$ cat src/verilog/pabe_pkg.sv
// Constants for the address/data and bus-control port block.
// Assumes an APB master with 32-bit data; each register takes one aligned word.
package pabe_pkg;
  // Register indices; the byte address is four times the index.
  localparam logic [3:0] IDX_A_DATA = 4'h0;
  localparam logic [3:0] IDX_B_DATA = 4'h1;
  localparam logic [3:0] IDX_A_DIR = 4'h2;
  localparam logic [3:0] IDX_B_DIR = 4'h3;
  localparam logic [3:0] IDX_E_DATA = 4'h8;
  localparam logic [3:0] IDX_E_DIR = 4'h9;
  localparam logic [3:0] IDX_BUS_CTRL_PIN_ASSIGNMENT = 4'ha;
  localparam logic [3:0] IDX_MODE = 4'hb;
  // Bit positions in the pin assignment register.
  localparam int B_NO_DATA_ENABLE_BIT = 7;
  localparam int B_PIPE_OUTPUT_ENABLE = 5;
  localparam int B_NO_E_CLOCK_BIT = 4;
  localparam int B_LOW_STROBE_ENABLE = 3;
  localparam int B_READ_WRITE_ENABLE = 2;
  // Bit positions in the mode control register.
  localparam int B_INTERNAL_VISIBILITY = 3;
  localparam int B_EME = 1;
  localparam int B_E_STRETCH = 0;
  // Implemented bits and reset values.
  localparam logic [7:0] BUS_CTRL_PIN_ASSIGNMENT_MASK = 8'hbc;
  localparam logic [7:0] E_DIR_MASK = 8'hfc;
  localparam logic [7:0] MODE_MASK = 8'h0b;
  localparam logic [7:0] MODE_RST = 8'h00;
  localparam logic [7:0] BUS_CTRL_PIN_ASSIGNMENT_RST_NEXP = 8'h00;
  localparam logic [7:0] BUS_CTRL_PIN_ASSIGNMENT_RST_SPEC = 8'h2c;
  localparam logic [7:0] BUS_CTRL_PIN_ASSIGNMENT_RST_QUIET = 8'h90;
  localparam logic [7:0] PE_PULL_PINS = 8'h8f;
  localparam logic [7:0] BYTE_ZERO = 8'h00;
  // Operating mode strap encoding.
  localparam logic [2:0] OPM_SPEC_SINGLE = 3'h0;
  localparam logic [2:0] OPM_SPEC_NARROW = 3'h1;
  localparam logic [2:0] OPM_PERIPH = 3'h2;
  localparam logic [2:0] OPM_SPEC_WIDE = 3'h3;
  localparam logic [2:0] OPM_NORM_SINGLE = 3'h4;
  localparam logic [2:0] OPM_NORM_NARROW = 3'h5;
  localparam logic [2:0] OPM_NORM_WIDE = 3'h7;
  // Start-up sequencer, Gray coded along its only path.
  typedef enum logic [1:0] {
    ST_SYNC1 = 2'b00,
    ST_SYNC2 = 2'b01,
    ST_LOAD = 2'b11,
    ST_RUN = 2'b10
  } pabe_state_type;
endpackage

$ cat src/verilog/pabe_top.sv
// Port A, port B and port E general-purpose I/O with the port E assignment logic.
// Assumes pins are asynchronous to CORE_CLK and the bus interface signals are on it.
//
// Local design decision: the APB slave port.
`timescale 1ns/10ps
module pabe_top
  import pabe_pkg::*;
(
  input wire logic CORE_CLK,
  input wire logic ARST_N,
  input wire logic CORE_CE,
  input wire logic PSEL,
  input wire logic PENABLE,
  input wire logic PWRITE,
  input wire logic [11:0] PADDR,
  input wire logic [31:0] PWDATA,
  input wire logic [3:0] PSTRB,
  output logic PREADY,
  output logic [31:0] PRDATA,
  output logic PSLVERR,
  input wire logic [2:0] OP_MODE,
  input wire logic [15:0] BUS_ADDR,
  input wire logic [15:0] BUS_WDATA,
  input wire logic BUS_ADDR_PHASE,
  input wire logic BUS_DATA_OE,
  input wire logic BUS_PHASE_CLK,
  input wire logic BUS_RW,
  input wire logic LOW_BYTE_STROBE_N,
  input wire logic DATA_BUS_ENABLE_N,
  input wire logic [1:0] QUEUE_PIPE,
  input wire logic PULL_EN_E,
  output logic [15:0] BUS_RDATA,
  output logic TAG_LOW_INPUT_N,
  output logic IRQ_N_LVL,
  output logic NONMASKABLE_INTERRUPT_PIN_N,
  input wire logic [7:0] PA_IN,
  output logic [7:0] PA_OUT,
  output logic [7:0] PA_OE,
  input wire logic [7:0] PB_IN,
  output logic [7:0] PB_OUT,
  output logic [7:0] PB_OE,
  input wire logic [7:0] PE_IN,
  output logic [7:0] PE_OUT,
  output logic [7:0] PE_OE,
  output logic [7:0] PE_PULL
);
  // Pin and strap synchronisers; stage one feeds stage two only.
  logic [26:0] sync1_ff;
  logic [26:0] sync2_ff;
  logic [7:0] pa_pin;
  logic [7:0] pb_pin;
  logic [7:0] pe_pin;
  logic [2:0] mode_pin;
  // Start-up sequencer and the latched operating mode.
  pabe_state_type state_ff;
  pabe_state_type nxt_state;
  logic [2:0] opm_ff;
  // Software visible registers.
  logic [7:0] a_data_ff;
  logic [7:0] b_data_ff;
  logic [7:0] a_dir_ff;
  logic [7:0] b_dir_ff;
  logic [7:0] e_data_ff;
  logic [7:0] e_dir_ff;
  logic [7:0] bus_ctrl_pin_assignment_ff;
  logic [7:0] mode_ff;
  logic bus_ctrl_pin_assignment_seen_ff;
  // Bus slave state.
  logic ready_ff;
  logic [31:0] rdata_ff;
  logic slverr_ff;
  // Decoded modes.
  logic is_single;
  logic is_periph;
  logic is_exp;
  logic is_narrow;
  logic is_special;
  logic run;
  // Access decode.
  logic acc;
  logic done;
  logic wr;
  logic [3:0] idx;
  logic hit;
  logic ab_vis;
  logic e_vis;
  logic [31:0] rd_word;
  // Port E alternate selection and pin drive.
  logic [7:0] e_alt;
  logic [7:0] e_alt_out;
  logic [7:0] e_gpio_oe;
  logic [7:0] bus_ctrl_pin_assignment_wmask;
  logic [7:0] nxt_bus_ctrl_pin_assignment;

  // Two flip-flops on every asynchronous input before anything reads it.
  always_ff @(posedge CORE_CLK or negedge ARST_N) begin
    if (!ARST_N) begin
      sync1_ff <= '0;
      sync2_ff <= '0;
    end else if (CORE_CE) begin
      sync1_ff <= {OP_MODE, PE_IN, PB_IN, PA_IN};
      sync2_ff <= sync1_ff;
    end
  end
  assign pa_pin = sync2_ff[7:0];
  assign pb_pin = sync2_ff[15:8];
  assign pe_pin = sync2_ff[23:16];
  assign mode_pin = sync2_ff[26:24];

  // The sequencer waits for the strap to pass the synchroniser before loading.
  always_comb begin
    case (state_ff)
      ST_SYNC1: nxt_state = ST_SYNC2;
      ST_SYNC2: nxt_state = ST_LOAD;
      ST_LOAD: nxt_state = ST_RUN;
      ST_RUN: nxt_state = ST_RUN;
      default: nxt_state = ST_SYNC1;
    endcase
  end

  // State register; a constant under reset, strap caught after release.
  always_ff @(posedge CORE_CLK or negedge ARST_N) begin
    if (!ARST_N) begin
      state_ff <= ST_SYNC1;
      opm_ff <= OPM_NORM_SINGLE;
    end else if (CORE_CE) begin
      state_ff <= nxt_state;
      if (state_ff == ST_LOAD) begin
        opm_ff <= mode_pin;
      end
    end
  end
  assign run = (state_ff == ST_RUN);

  // Mode decode; the unused code behaves as normal single-chip.
  assign is_periph = (opm_ff == OPM_PERIPH);
  assign is_single = (opm_ff == OPM_SPEC_SINGLE) || (opm_ff == OPM_NORM_SINGLE) ||
                     (opm_ff == 3'h6);
  assign is_exp = !is_single && !is_periph;
  assign is_narrow = (opm_ff == OPM_SPEC_NARROW) || (opm_ff == OPM_NORM_NARROW);
  assign is_special = !opm_ff[2];

  // Register visibility by mode.
  assign ab_vis = is_single;
  assign e_vis = !is_periph && !(is_exp && mode_ff[B_EME]);
  assign acc = PSEL && PENABLE && run;
  assign done = acc && ready_ff;
  assign wr = done && PWRITE && !slverr_ff;
  assign idx = PADDR[5:2];

  // Address decode; a hidden register answers as unmapped.
  always_comb begin
    hit = 1'b0;
    if (PADDR[11:6] == 6'h00 && PADDR[1:0] == 2'b00) begin
      case (idx)
        IDX_A_DATA, IDX_B_DATA, IDX_A_DIR, IDX_B_DIR: hit = ab_vis;
        IDX_E_DATA, IDX_E_DIR: hit = e_vis;
        IDX_BUS_CTRL_PIN_ASSIGNMENT: hit = !is_periph;
        IDX_MODE: hit = 1'b1;
        default: hit = 1'b0;
      endcase
    end
  end

  // Read mux; data ports show pins for inputs and latches for outputs.
  always_comb begin
    rd_word = '0;
    case (idx)
      IDX_A_DATA: rd_word[7:0] = (a_dir_ff & a_data_ff) | (~a_dir_ff & pa_pin);
      IDX_B_DATA: rd_word[7:0] = (b_dir_ff & b_data_ff) | (~b_dir_ff & pb_pin);
      IDX_A_DIR: rd_word[7:0] = a_dir_ff;
      IDX_B_DIR: rd_word[7:0] = b_dir_ff;
      IDX_E_DATA: rd_word[7:0] = (e_gpio_oe & e_data_ff) | (~e_gpio_oe & pe_pin);
      IDX_E_DIR: rd_word[7:0] = e_dir_ff & E_DIR_MASK;
      IDX_BUS_CTRL_PIN_ASSIGNMENT: rd_word[15:0] = {mode_ff, bus_ctrl_pin_assignment_ff & BUS_CTRL_PIN_ASSIGNMENT_MASK};
      IDX_MODE: rd_word[7:0] = mode_ff;
      default: rd_word = '0;
    endcase
  end

  // APB answer: one wait state, so PREADY rises in the second access cycle.
  always_ff @(posedge CORE_CLK or negedge ARST_N) begin
    if (!ARST_N) begin
      ready_ff <= 1'b0;
      rdata_ff <= '0;
      slverr_ff <= 1'b0;
    end else if (CORE_CE) begin
      ready_ff <= acc && !ready_ff;
      if (acc && !ready_ff) begin
        rdata_ff <= (hit && !PWRITE) ? rd_word : '0;
        slverr_ff <= !hit;
      end else if (done) begin
        rdata_ff <= '0;
        slverr_ff <= 1'b0;
      end
    end
  end
  assign PREADY = ready_ff;
  assign PRDATA = rdata_ff;
  assign PSLVERR = slverr_ff;

  // Port A and B registers; direction registers reset to all inputs.
  always_ff @(posedge CORE_CLK or negedge ARST_N) begin
    if (!ARST_N) begin
      a_data_ff <= BYTE_ZERO;
      b_data_ff <= BYTE_ZERO;
      a_dir_ff <= BYTE_ZERO;
      b_dir_ff <= BYTE_ZERO;
    end else if (CORE_CE && wr && PSTRB[0]) begin
      case (idx)
        IDX_A_DATA: a_data_ff <= PWDATA[7:0];
        IDX_B_DATA: b_data_ff <= PWDATA[7:0];
        IDX_A_DIR: a_dir_ff <= PWDATA[7:0];
        IDX_B_DIR: b_dir_ff <= PWDATA[7:0];
        default: a_data_ff <= a_data_ff;
      endcase
    end
  end

  // Port E data and direction; bits 1..0 of direction never store a one.
  always_ff @(posedge CORE_CLK or negedge ARST_N) begin
    if (!ARST_N) begin
      e_data_ff <= BYTE_ZERO;
      e_dir_ff <= BYTE_ZERO;
    end else if (CORE_CE && wr && PSTRB[0]) begin
      if (idx == IDX_E_DATA) begin
        e_data_ff <= PWDATA[7:0];
      end
      if (idx == IDX_E_DIR) begin
        e_dir_ff <= PWDATA[7:0] & E_DIR_MASK;
      end
    end
  end

  // Write-once gating. Normal modes take only the first write of the guarded
  // bits, special modes every write but the first (bit 4 is written only in single-chip modes, every write in
  // special single-chip), which guards the bus setup that a monitor relies on right after reset.
  always_comb begin
    bus_ctrl_pin_assignment_wmask = (8'h01 << B_NO_DATA_ENABLE_BIT);
    if (is_special ? bus_ctrl_pin_assignment_seen_ff : !bus_ctrl_pin_assignment_seen_ff) begin
      bus_ctrl_pin_assignment_wmask = bus_ctrl_pin_assignment_wmask | (8'h01 << B_PIPE_OUTPUT_ENABLE) | (8'h01 << B_LOW_STROBE_ENABLE) |
                   (8'h01 << B_READ_WRITE_ENABLE);
    end
    if (is_single && (opm_ff == OPM_SPEC_SINGLE || !bus_ctrl_pin_assignment_seen_ff)) begin
      bus_ctrl_pin_assignment_wmask = bus_ctrl_pin_assignment_wmask | (8'h01 << B_NO_E_CLOCK_BIT);
    end
    nxt_bus_ctrl_pin_assignment = ((bus_ctrl_pin_assignment_ff & ~bus_ctrl_pin_assignment_wmask) | (PWDATA[7:0] & bus_ctrl_pin_assignment_wmask)) & BUS_CTRL_PIN_ASSIGNMENT_MASK;
  end

  // Assignment register; the mode-dependent value is loaded once the strap is in.
  always_ff @(posedge CORE_CLK or negedge ARST_N) begin
    if (!ARST_N) begin
      bus_ctrl_pin_assignment_ff <= BUS_CTRL_PIN_ASSIGNMENT_RST_QUIET;
      bus_ctrl_pin_assignment_seen_ff <= 1'b0;
    end else if (CORE_CE) begin
      if (state_ff == ST_LOAD) begin
        case (mode_pin)
          OPM_NORM_NARROW, OPM_NORM_WIDE: bus_ctrl_pin_assignment_ff <= BUS_CTRL_PIN_ASSIGNMENT_RST_NEXP;
          OPM_SPEC_SINGLE, OPM_SPEC_NARROW, OPM_SPEC_WIDE: bus_ctrl_pin_assignment_ff <= BUS_CTRL_PIN_ASSIGNMENT_RST_SPEC;
          default: bus_ctrl_pin_assignment_ff <= BUS_CTRL_PIN_ASSIGNMENT_RST_QUIET;
        endcase
      end else if (wr && idx == IDX_BUS_CTRL_PIN_ASSIGNMENT && PSTRB[0]) begin
        bus_ctrl_pin_assignment_ff <= nxt_bus_ctrl_pin_assignment;
        bus_ctrl_pin_assignment_seen_ff <= 1'b1;
      end
    end
  end

  // Mode control bits; a 16-bit write at the assignment word sets both bytes.
  always_ff @(posedge CORE_CLK or negedge ARST_N) begin
    if (!ARST_N) begin
      mode_ff <= MODE_RST;
    end else if (CORE_CE && wr) begin
      if (idx == IDX_BUS_CTRL_PIN_ASSIGNMENT && PSTRB[1]) begin
        mode_ff <= PWDATA[15:8] & MODE_MASK;
      end else if (idx == IDX_MODE && PSTRB[0]) begin
        mode_ff <= PWDATA[7:0] & MODE_MASK;
      end
    end
  end

  // Which port E pins take their alternate function.
  always_comb begin
    e_alt = BYTE_ZERO;
    e_alt[7] = !bus_ctrl_pin_assignment_ff[B_NO_DATA_ENABLE_BIT];
    e_alt[6] = bus_ctrl_pin_assignment_ff[B_PIPE_OUTPUT_ENABLE] && !is_single;
    e_alt[5] = bus_ctrl_pin_assignment_ff[B_PIPE_OUTPUT_ENABLE] && !is_single;
    e_alt[4] = !bus_ctrl_pin_assignment_ff[B_NO_E_CLOCK_BIT] &&
               (!is_single || mode_ff[B_INTERNAL_VISIBILITY] || !mode_ff[B_E_STRETCH]);
    e_alt[3] = bus_ctrl_pin_assignment_ff[B_LOW_STROBE_ENABLE] && !is_single &&
               !(is_narrow && !is_special);
    e_alt[2] = bus_ctrl_pin_assignment_ff[B_READ_WRITE_ENABLE] && !is_single;
    e_alt_out = {DATA_BUS_ENABLE_N, QUEUE_PIPE, BUS_PHASE_CLK, LOW_BYTE_STROBE_N,
                 BUS_RW, 2'b00};
    e_gpio_oe = e_dir_ff & E_DIR_MASK & ~e_alt;
  end

  // Registered pin drive for all three ports.
  always_ff @(posedge CORE_CLK or negedge ARST_N) begin
    if (!ARST_N) begin
      PA_OUT <= BYTE_ZERO;
      PA_OE <= BYTE_ZERO;
      PB_OUT <= BYTE_ZERO;
      PB_OE <= BYTE_ZERO;
      PE_OUT <= BYTE_ZERO;
      PE_OE <= BYTE_ZERO;
      PE_PULL <= BYTE_ZERO;
    end else if (CORE_CE) begin
      if (is_single) begin
        PA_OUT <= a_data_ff;
        PA_OE <= a_dir_ff;
        PB_OUT <= b_data_ff;
        PB_OE <= b_dir_ff;
      end else begin
        // Address phase drives address; data phase drives data when writing, but narrow modes keep the address on port B.
        PA_OUT <= BUS_ADDR_PHASE ? BUS_ADDR[15:8] : BUS_WDATA[15:8];
        PA_OE <= {8{BUS_ADDR_PHASE || BUS_DATA_OE}};
        if (is_narrow) begin
          PB_OUT <= BUS_ADDR[7:0];
          PB_OE <= 8'hff;
        end else begin
          PB_OUT <= BUS_ADDR_PHASE ? BUS_ADDR[7:0] : BUS_WDATA[7:0];
          PB_OE <= {8{BUS_ADDR_PHASE || BUS_DATA_OE}};
        end
      end
      PE_OUT <= (e_alt & e_alt_out) | (~e_alt & e_data_ff);
      PE_OE <= e_alt | e_gpio_oe;
      PE_PULL <= {8{PULL_EN_E}} & PE_PULL_PINS & ~(e_alt | e_gpio_oe);
    end
  end

  // Pin levels back to the core; tag input is meaningful only with the strobe on.
  always_ff @(posedge CORE_CLK or negedge ARST_N) begin
    if (!ARST_N) begin
      BUS_RDATA <= '0;
      TAG_LOW_INPUT_N <= 1'b1;
      IRQ_N_LVL <= 1'b1;
      NONMASKABLE_INTERRUPT_PIN_N <= 1'b1;
    end else if (CORE_CE) begin
      BUS_RDATA <= {pa_pin, pb_pin};
      TAG_LOW_INPUT_N <= !(is_special && is_exp && bus_ctrl_pin_assignment_ff[B_LOW_STROBE_ENABLE]) || pe_pin[3];
      IRQ_N_LVL <= pe_pin[1];
      NONMASKABLE_INTERRUPT_PIN_N <= pe_pin[0];
    end
  end

  // Checks.
  a_pe10_input_only: assert property (@(posedge CORE_CLK) disable iff (!ARST_N)
    PE_OE[1:0] == 2'b00) else $error("port E bits 1..0 driven");
  a_dbe_pin_drive: assert property (@(posedge CORE_CLK) disable iff (!ARST_N)
    CORE_CE && !bus_ctrl_pin_assignment_ff[B_NO_DATA_ENABLE_BIT] |=> PE_OE[7]) else $error("pin 7 not data enable");
  a_pipe_pins_out: assert property (@(posedge CORE_CLK) disable iff (!ARST_N)
    CORE_CE && bus_ctrl_pin_assignment_ff[B_PIPE_OUTPUT_ENABLE] && !is_single |=> PE_OE[6:5] == 2'b11)
    else $error("pipe pins not driven");
  a_rw_single_gpio: assert property (@(posedge CORE_CLK) disable iff (!ARST_N)
    CORE_CE && is_single && !e_dir_ff[2] |=> !PE_OE[2])
    else $error("read/write pin driven in single-chip");
  a_strobe_norm_narrow: assert property (@(posedge CORE_CLK) disable iff (!ARST_N)
    CORE_CE && opm_ff == OPM_NORM_NARROW && !e_dir_ff[3] |=> !PE_OE[3])
    else $error("strobe pin driven in normal narrow");
  a_no_e_clock_bit_exp_zero: assert property (@(posedge CORE_CLK) disable iff (!ARST_N)
    run && is_exp |-> !bus_ctrl_pin_assignment_ff[B_NO_E_CLOCK_BIT]) else $error("no E clock bit set in expanded");
  a_bus_ctrl_pin_assignment_periph_err: assert property (@(posedge CORE_CLK) disable iff (!ARST_N)
    CORE_CE && acc && !ready_ff && is_periph && idx == IDX_BUS_CTRL_PIN_ASSIGNMENT |=> PSLVERR && PREADY)
    else $error("assignment reachable in peripheral mode");
  a_ab_hidden_exp: assert property (@(posedge CORE_CLK) disable iff (!ARST_N)
    CORE_CE && acc && !ready_ff && !is_single && idx == IDX_B_DIR |=> PSLVERR)
    else $error("port B direction visible in expanded");
  a_normal_once_only: assert property (@(posedge CORE_CLK) disable iff (!ARST_N)
    CORE_CE && wr && idx == IDX_BUS_CTRL_PIN_ASSIGNMENT && !is_special && bus_ctrl_pin_assignment_seen_ff |=>
    $stable(bus_ctrl_pin_assignment_ff[B_READ_WRITE_ENABLE]) && $stable(bus_ctrl_pin_assignment_ff[B_PIPE_OUTPUT_ENABLE]))
    else $error("second normal write took effect");
  a_bus_phase_clock_pin_single_rule: assert property (@(posedge CORE_CLK) disable iff (!ARST_N)
    CORE_CE && is_single && bus_ctrl_pin_assignment_ff[B_NO_E_CLOCK_BIT] && !e_dir_ff[4] |=> !PE_OE[4])
    else $error("E clock driven while disabled");
  a_ready_one_cycle: assert property (@(posedge CORE_CLK) disable iff (!ARST_N)
    CORE_CE && PREADY |=> !PREADY) else $error("ready held too long");
  c_bus_ctrl_pin_assignment_write: cover property (@(posedge CORE_CLK) disable iff (!ARST_N)
    wr && idx == IDX_BUS_CTRL_PIN_ASSIGNMENT && PSTRB[1]);
  c_periph_err: cover property (@(posedge CORE_CLK) disable iff (!ARST_N)
    done && slverr_ff && is_periph);
  c_bus_phase_clock_pin_on: cover property (@(posedge CORE_CLK) disable iff (!ARST_N)
    is_single && e_alt[4]);
endmodule

$ cat config.mk
export PLATFORM = sky130hd
export DESIGN_NAME = pabe_top
export DESIGN_NICKNAME = d
export VERILOG_FILES = /design/src/verilog/pabe_pkg.sv /design/src/verilog/pabe_top.sv
export SDC_FILE = /design/constraint.sdc
export NUM_CORES = 1
export LEC_CHECK = 0
export BUFFER_PORTS_ARGS = -buffer_cell sky130_fd_sc_hd__clkbuf_2
export CAP_MARGIN = 5
export CORE_MARGIN = 4
export CORE_UTILIZATION = 53
export DETAILED_ROUTE_END_ITERATION = 12
export PLACE_DENSITY = 0.8
export SKIP_LAST_GASP = 1
export SLEW_MARGIN = 40
export SYNTH_ARGS = -nofsm -noshare
export SYNTH_HDL_FRONTEND = slang
export SYNTH_SLANG_ARGS = --single-unit
$ cat constraint.sdc
create_clock -name CORE_CLK -period 2.1 [get_ports CORE_CLK]
set_input_delay 0.105 -clock CORE_CLK [delete_from_list [all_inputs] [get_ports CORE_CLK]]
set_output_delay 0.105 -clock CORE_CLK [all_outputs]
set_load 0.05 [all_outputs]
* Yosys cells after proc, flatten, opt, wreduce, memory -nomap -nowiden
Index checks and enable logic that the tools add are counted.
** Storage, ports and cells
- Logic and storage cells :: 170
- Bits in registers :: 231
- Bits of input ports :: 122
** Operators by class
- Equal/unequal tests :: 19
- Reductions and logical operators :: 73
- Bitwise operators :: 25
- Muxes and demuxes :: 26
** Operators by type and width (number)
- 8-bit 2-to-1 mux :: 13
- 8-bit AND :: 12
- 32-bit 2-to-1 mux :: 2
- 8-bit one-hot mux with 8 select lines :: 1
- 8-bit inverter :: 6
- 8-bit OR :: 6
- 1-bit logical AND :: 26
- 2-bit AND reduction :: 10
- 4-bit equality test, second input constant :: 4
- 16-bit 2-to-1 mux :: 1
- 8-bit one-hot mux with 2 select lines :: 1
- 3-bit equality test, second input constant :: 5
- 1-bit zero test :: 14
- 4-bit by 2-bit equality test with 1-bit output, second input constant :: 2
- 1-bit logical OR :: 8
- 3-bit by 1-bit equality test with 1-bit output, second input constant :: 2
- 3-bit by 2-bit equality test with 1-bit output, second input constant :: 2
- 3-bit zero test :: 2
- 6-bit zero test :: 1
- 6-bit 2-to-1 mux :: 1
- 2-bit one-hot mux with 3 select lines :: 1
- 2-bit nonzero test :: 3
- 2-bit OR reduction :: 3
- 5-bit 2-to-1 mux :: 1
- 11 further kinds :: 16

* Longest topological paths before layout
- Depth after elaboration :: 15
- Depth in mapped cells :: 7
- Gate-level depth less buffers :: 5

* Worst setup path after synthesis
OpenSTA, ideal clock, no wires.
- Path type :: flip-flop to flip-flop
- From :: register ready_ff, in the netlist PREADY
- To :: register a_dir_ff[0]
- Data arrival time :: 1975 ps
- Stages on the path, launching flop included :: 6
- Setup time :: 125 ps
- Clock period less this slack :: 2100 ps
- Setup slack :: 0 ps
- Cell sequence :: dfrtp_1 > and4b_1 > nand3_4 > or3_1 > buf_4 > mux2_4
** On the way
- Longest elaborated chain between the ends :: 6
** RTL lines
- start: declaration :: RTL line pabe_top.sv:69 : logic ready_ff;
- start signal: assignment :: RTL line pabe_top.sv:188 : ready_ff <= acc && !ready_ff;
- 1-bit logical AND :: RTL line pabe_top.sv:147 : assign done = acc && ready_ff;
- 1-bit logical AND (2 in series) :: RTL line pabe_top.sv:148 : assign wr = done && PWRITE && !slverr_ff;
- 1-bit logical AND (2 in series) :: RTL line pabe_top.sv:209 : end else if (CORE_CE && wr && PSTRB[0]) begin
- 2-bit AND reduction (no source line)
- end signal: assignment :: RTL line pabe_top.sv:213 : IDX_A_DIR: a_dir_ff <= PWDATA[7:0];
- end: declaration :: RTL line pabe_top.sv:61 : logic [7:0] a_dir_ff;
No other way between the ends.
A chain may end at the register's enable or synchronous reset.

* Worst setup path after layout
- From :: register opm_ff[0]
- To :: register rdata_ff[3], in the netlist PRDATA[3]
** On the way
- Longest elaborated chain between the ends :: 14
- Elaborated cells on any way between the ends :: 31
- Those cells by class :: 5 x eq/ne; 5 x mux; 6 x bitwise; 15 x reduce/logical
** RTL lines
- start: declaration :: RTL line pabe_top.sv:57 : logic [2:0] opm_ff;
- start signal: assignment :: RTL line pabe_top.sv:129 : opm_ff <= mode_pin;
- 3-bit equality test / 3-bit zero test (equally long branches) :: RTL line pabe_top.sv:137 : assign is_single = (opm_ff == OPM_SPEC_SINGLE) || (opm_ff == OPM_NORM_SINGLE) ||
- 1-bit logical OR (2 in series) :: RTL line pabe_top.sv:137
- 1-bit zero test :: RTL line pabe_top.sv:139, pabe_top.sv:290
- 1-bit logical AND (2 in series) :: RTL line pabe_top.sv:290 : e_alt[3] = bus_ctrl_pin_assignment_ff[B_LOW_STROBE_ENABLE] && !is_single &&
- 8-bit inverter :: RTL line pabe_top.sv:295 : e_gpio_oe = e_dir_ff & E_DIR_MASK & ~e_alt;
- 8-bit AND :: RTL line pabe_top.sv:295
- 8-bit inverter :: RTL line pabe_top.sv:173 : IDX_E_DATA: rd_word[7:0] = (e_gpio_oe & e_data_ff) | (~e_gpio_oe & pe_pin);
- 8-bit AND :: RTL line pabe_top.sv:173
- 8-bit OR :: RTL line pabe_top.sv:173
- 8-bit one-hot mux with 8 select lines :: RTL line pabe_top.sv:168 : case (idx)
- 16-bit 2-to-1 mux (*) :: RTL line pabe_top.sv:190 : rdata_ff <= (hit && !PWRITE) ? rd_word : '0;
- 32-bit 2-to-1 mux (*) :: RTL line pabe_top.sv:189 : if (acc && !ready_ff) begin
- end signal: assignment :: RTL line pabe_top.sv:190
- end: declaration :: RTL line pabe_top.sv:70 : logic [31:0] rdata_ff;
Mark *: on every way between the ends. The rest lies on a longest branch, timed or not.

==> flow_summary.json <==
{
  "clk_pin_slew_ns": 0.07,
  "clk-insertion-delay-late_ns": 0.43,
  "finalWeightedCongestion": 0.921,
  "cts_buffer_depth": 2,
  "fillCellCount": 1242,
  "final-seq-area_mm2": 0.00491,
  "io_buffers": 181,
  "route.detailed.drc": 0,
  "grt_max_degree": 122,
  "synthTopCellsByArea": "dfrtp_1, mux2_2, mux2i_1",
  "max_freq_mhz": 517,
  "cp_slowest_cell": "dfrtp_1",
  "synth_fa_ha_area_share_pct": 0,
  "worstHoldPathType": "in2reg",
  "syn_inst": 765,
  "fin_area_mm2": 0.0111,
  "worstPathCellList": "nor2_1 -> o311ai_0 -> mux2_2 -> a211oi_1 -> o21ai_0",
  "fin_crit_ns": 1.94,
  "die_h_um": 139,
  "drt-total-wl_um": 23100,
  "synthMuxAreaShare_pct": 22.0,
  "yosysUniqueCellTypes": 63,
  "fin_setup_tns_ns": 0,
  "max_stage_delay_ns": 0.56,
  "swShare_pct": 36.3,
  "antenna_found_initial": 0,
  "cts_resized": 0,
  "peakVddDrop_mv": 0.626,
  "drt_pass1_iterations": 4,
  "clock_power_share_pct": 29.1,
  "endpoint": "PRDATA[3]",
  "first_global_vias": 6780,
  "hold_slack_ns": 0.0366,
  "drive_gt1_share_pct": 39.1,
  "die_area_mm2": 0.0192,
  "wire_per_inst_um": 19.0,
  "worstSetupEndpointType": "register",
  "crit_required_ns": 2.40,
  "slew_headroom_pct": 60.0,
  "p_sw_w": 0.00390,
  "yosys.area_share.simple_pct": 8.96,
  "crit_start": "opm_ff[0]",
  "grt_usage_pct": 24.3,
  "critPathKind": "reg2reg",
  "multiInputGateArea_mm2": 0.00378,
  "worst_pin_slew_ns": 0.600,
  "setup_viol": 0,
  "die_x_um": 139,
  "ant_nets": 0,
  "yosysTopAreaCell": "dfrtp_1",
  "r2r_setup_slack_ns": 0.16,
  "cts.sinks": 196,
  "async_reset_ff_share_pct": 100,
  "combPwrFrac_pct": 27.5,
  "synth_flop_cell": "dfrtp_1",
  "grt_pass1_wl_um": 37100,
  "design.core.area_mm2": 0.0166,
  "fin_cells": 1215,
  "status": "finished clean",
  "ios": 231,
  "ff2ff_path_depth": 5,
  "synth_edf_count": 0,
  "skew_ns": 0.00851,
  "synthToLayoutAreaGrowth_pct": 23.0,
  "synth_top_area_share_pct": 52.6,
  "slew_violations": 0,
  "seqPwrFrac_pct": 43.5,
  "avgSynthCellArea_um2": 11.8,
  "leakagePower_nw": 5.30,
  "synth_xor_area_share_pct": 0.0968,
  "htreeDepth": 4,
  "cts_made_buffers": 17,
  "nNetsFinal": 1104,
  "num_rows": 47,
  "cts_root_buffer": "clkbuf_16",
  "start_util_pct": 54.4,
  "synth_most_common_cell": "dfrtp_1",
  "synth_top_family_by_area": "multiplexers",
  "cp_max_fo": 9,
  "intPower_w": 0.00684,
  "hold_viol": 0,
  "ys_seq_elements": 196,
  "vias": 6680,
  "synth_compound_area_share_pct": 9.68,
  "gr-total-overflow": 0,
  "placed_area_mm2": 0.0102,
  "maxCapViolations": 0,
  "viasPerCell": 5.50,
  "rr_endpoint": "PRDATA[3]",
  "reg2reg_from": "opm_ff[0]",
  "synthTopCellsByCount": "dfrtp_1, mux2_2, nand2_1",
  "synth_warnings": 0,
  "worstPathArrival_ns": 2.24,
  "dp.cells": 1146,
  "synth_sequential_area_ratio_pct": 54.3,
  "antenna_cells": 0,
  "drtIter0Drc": 383,
  "fin_util_pct": 66.9,
  "rsz0062_at_grt": "no",
  "timing.final.crit_share_pct": 92.2,
  "syn_area_mm2": 0.00905,
  "power_density_mw_per_mm2": 965,
  "dp_hpwl_um": 16800,
  "cp-start-kind": "register",
  "cts_tree": "yes"
}
## state kept, by name, summed over array words and instances (netlist names), 11 cells and up, named ones only
register and flops:
PRDATA 11, sync1_ff 27, BUS_RDATA 16, sync2_ff 27
## critical path, delay by kind of cell, from the launching register on
family | cells | cell delay, ns
flip-flops | 1 | 0.56
AND/OR/NAND/NOR | 1 | 0.11
multiplexers | 1 | 0.40
AO/OA/AOI/OAI | 3 | 0.73
## kinds of logic (layout without fill, tap and decap cells)
| family | Yosys count | in the layout |
|---|---|---|
| muxes | 175 | 175 |
| DFF | 196 | 196 |
| and+or+nand+nor | 159 | 159 |
| other | 1 | 26 |
| xor gates and xnor gates | 1 | 1 |
| AOI/OAI and AO/OA | 145 | 145 |
| buffers and inverters | 88 | 293 |
## cell type report
class,count,share of cell area (%)
clock buffer,22,4.35
clock inverter,10,0.776
inverter,22,0.742
multi-input combinational,506,34.0
sequential,196,44.1
tap,220,2.47
timing repair buffer,239,13.5
## power by group through the flow
| stage | logic (W) | registers, W | clock network [W] |
|---|---|---|---|
| final | 0.00295 | 0.00467 | 0.00312 |
| after global routing | 0.00314 | 0.00472 | 0.00335 |
| after CTS | 0.00297 | 0.00466 | 0.00317 |
| after detailed placement | 0.00290 | 0.00473 | 0 |
| after global placement | 0.00286 | 0.00470 | 0 |
| after floorplan | 0.00109 | 0.00566 | 0 |
## metrics by stage
step	setup slack (ns)	total power, W
after floorplan	0.000338	0.00675
after global placement	0.243	0.00756
after detailed placement	0.165	0.00763
after CTS	0.155	0.0108
after global routing	0.0276	0.0112
final	0.165	0.0107
## cells in the final DEF, fill, tap and decap left out, drive strengths merged, types with 4 or more instances in the layout
master / n
and3: 4
clkbuf: 202
nor3: 6
o31ai: 5
dfstp: 6
o21ai: 48
buf: 22
nor3b: 5
o22ai: 5
dfrtp: 190
mux2i: 36
a22o: 4
nand3b: 6
nand3: 7
or4: 4
or3: 4
o21a: 4
o211ai: 9
a21oi: 43
conb: 26
mux2: 139
nand2: 50
nor2b: 6
inv: 28
a211oi: 4
nor2: 51
dlygate4sd3: 37
a31oi: 5
## worst min-delay path by stage
stage	start	endpoint	cells after the start
2_1_floorplan	ARST_N	BUS_RDATA[0]	0
3_3_place_gp	ARST_N	sync1_ff[4]	1
3_5_place_dp	ARST_N	sync1_ff[4]	1
4_1_cts	BUS_RW	PE_OUT[2]	3
5_1_grt	BUS_RW	PE_OUT[2]	3
6_report	BUS_RW	PE_OUT[2]	3
## what timing repair did
action	4_1_cts	5_1_grt
setup buffers	0	0
hold endpoints to repair	87	0
hold buffers	37	0
## per-layer routing
layer  global-route usage, %  up-vias  share of wire (%)
met3                    5.72       21                7.7
met2                    39.4      237                 48
met1                    33.3     3292                 43
met4                    6.54        0                1.4
met5                       0        -                  0
li1                        -     3130                  -
Note: power is estimated with default switching activity, not from simulation.
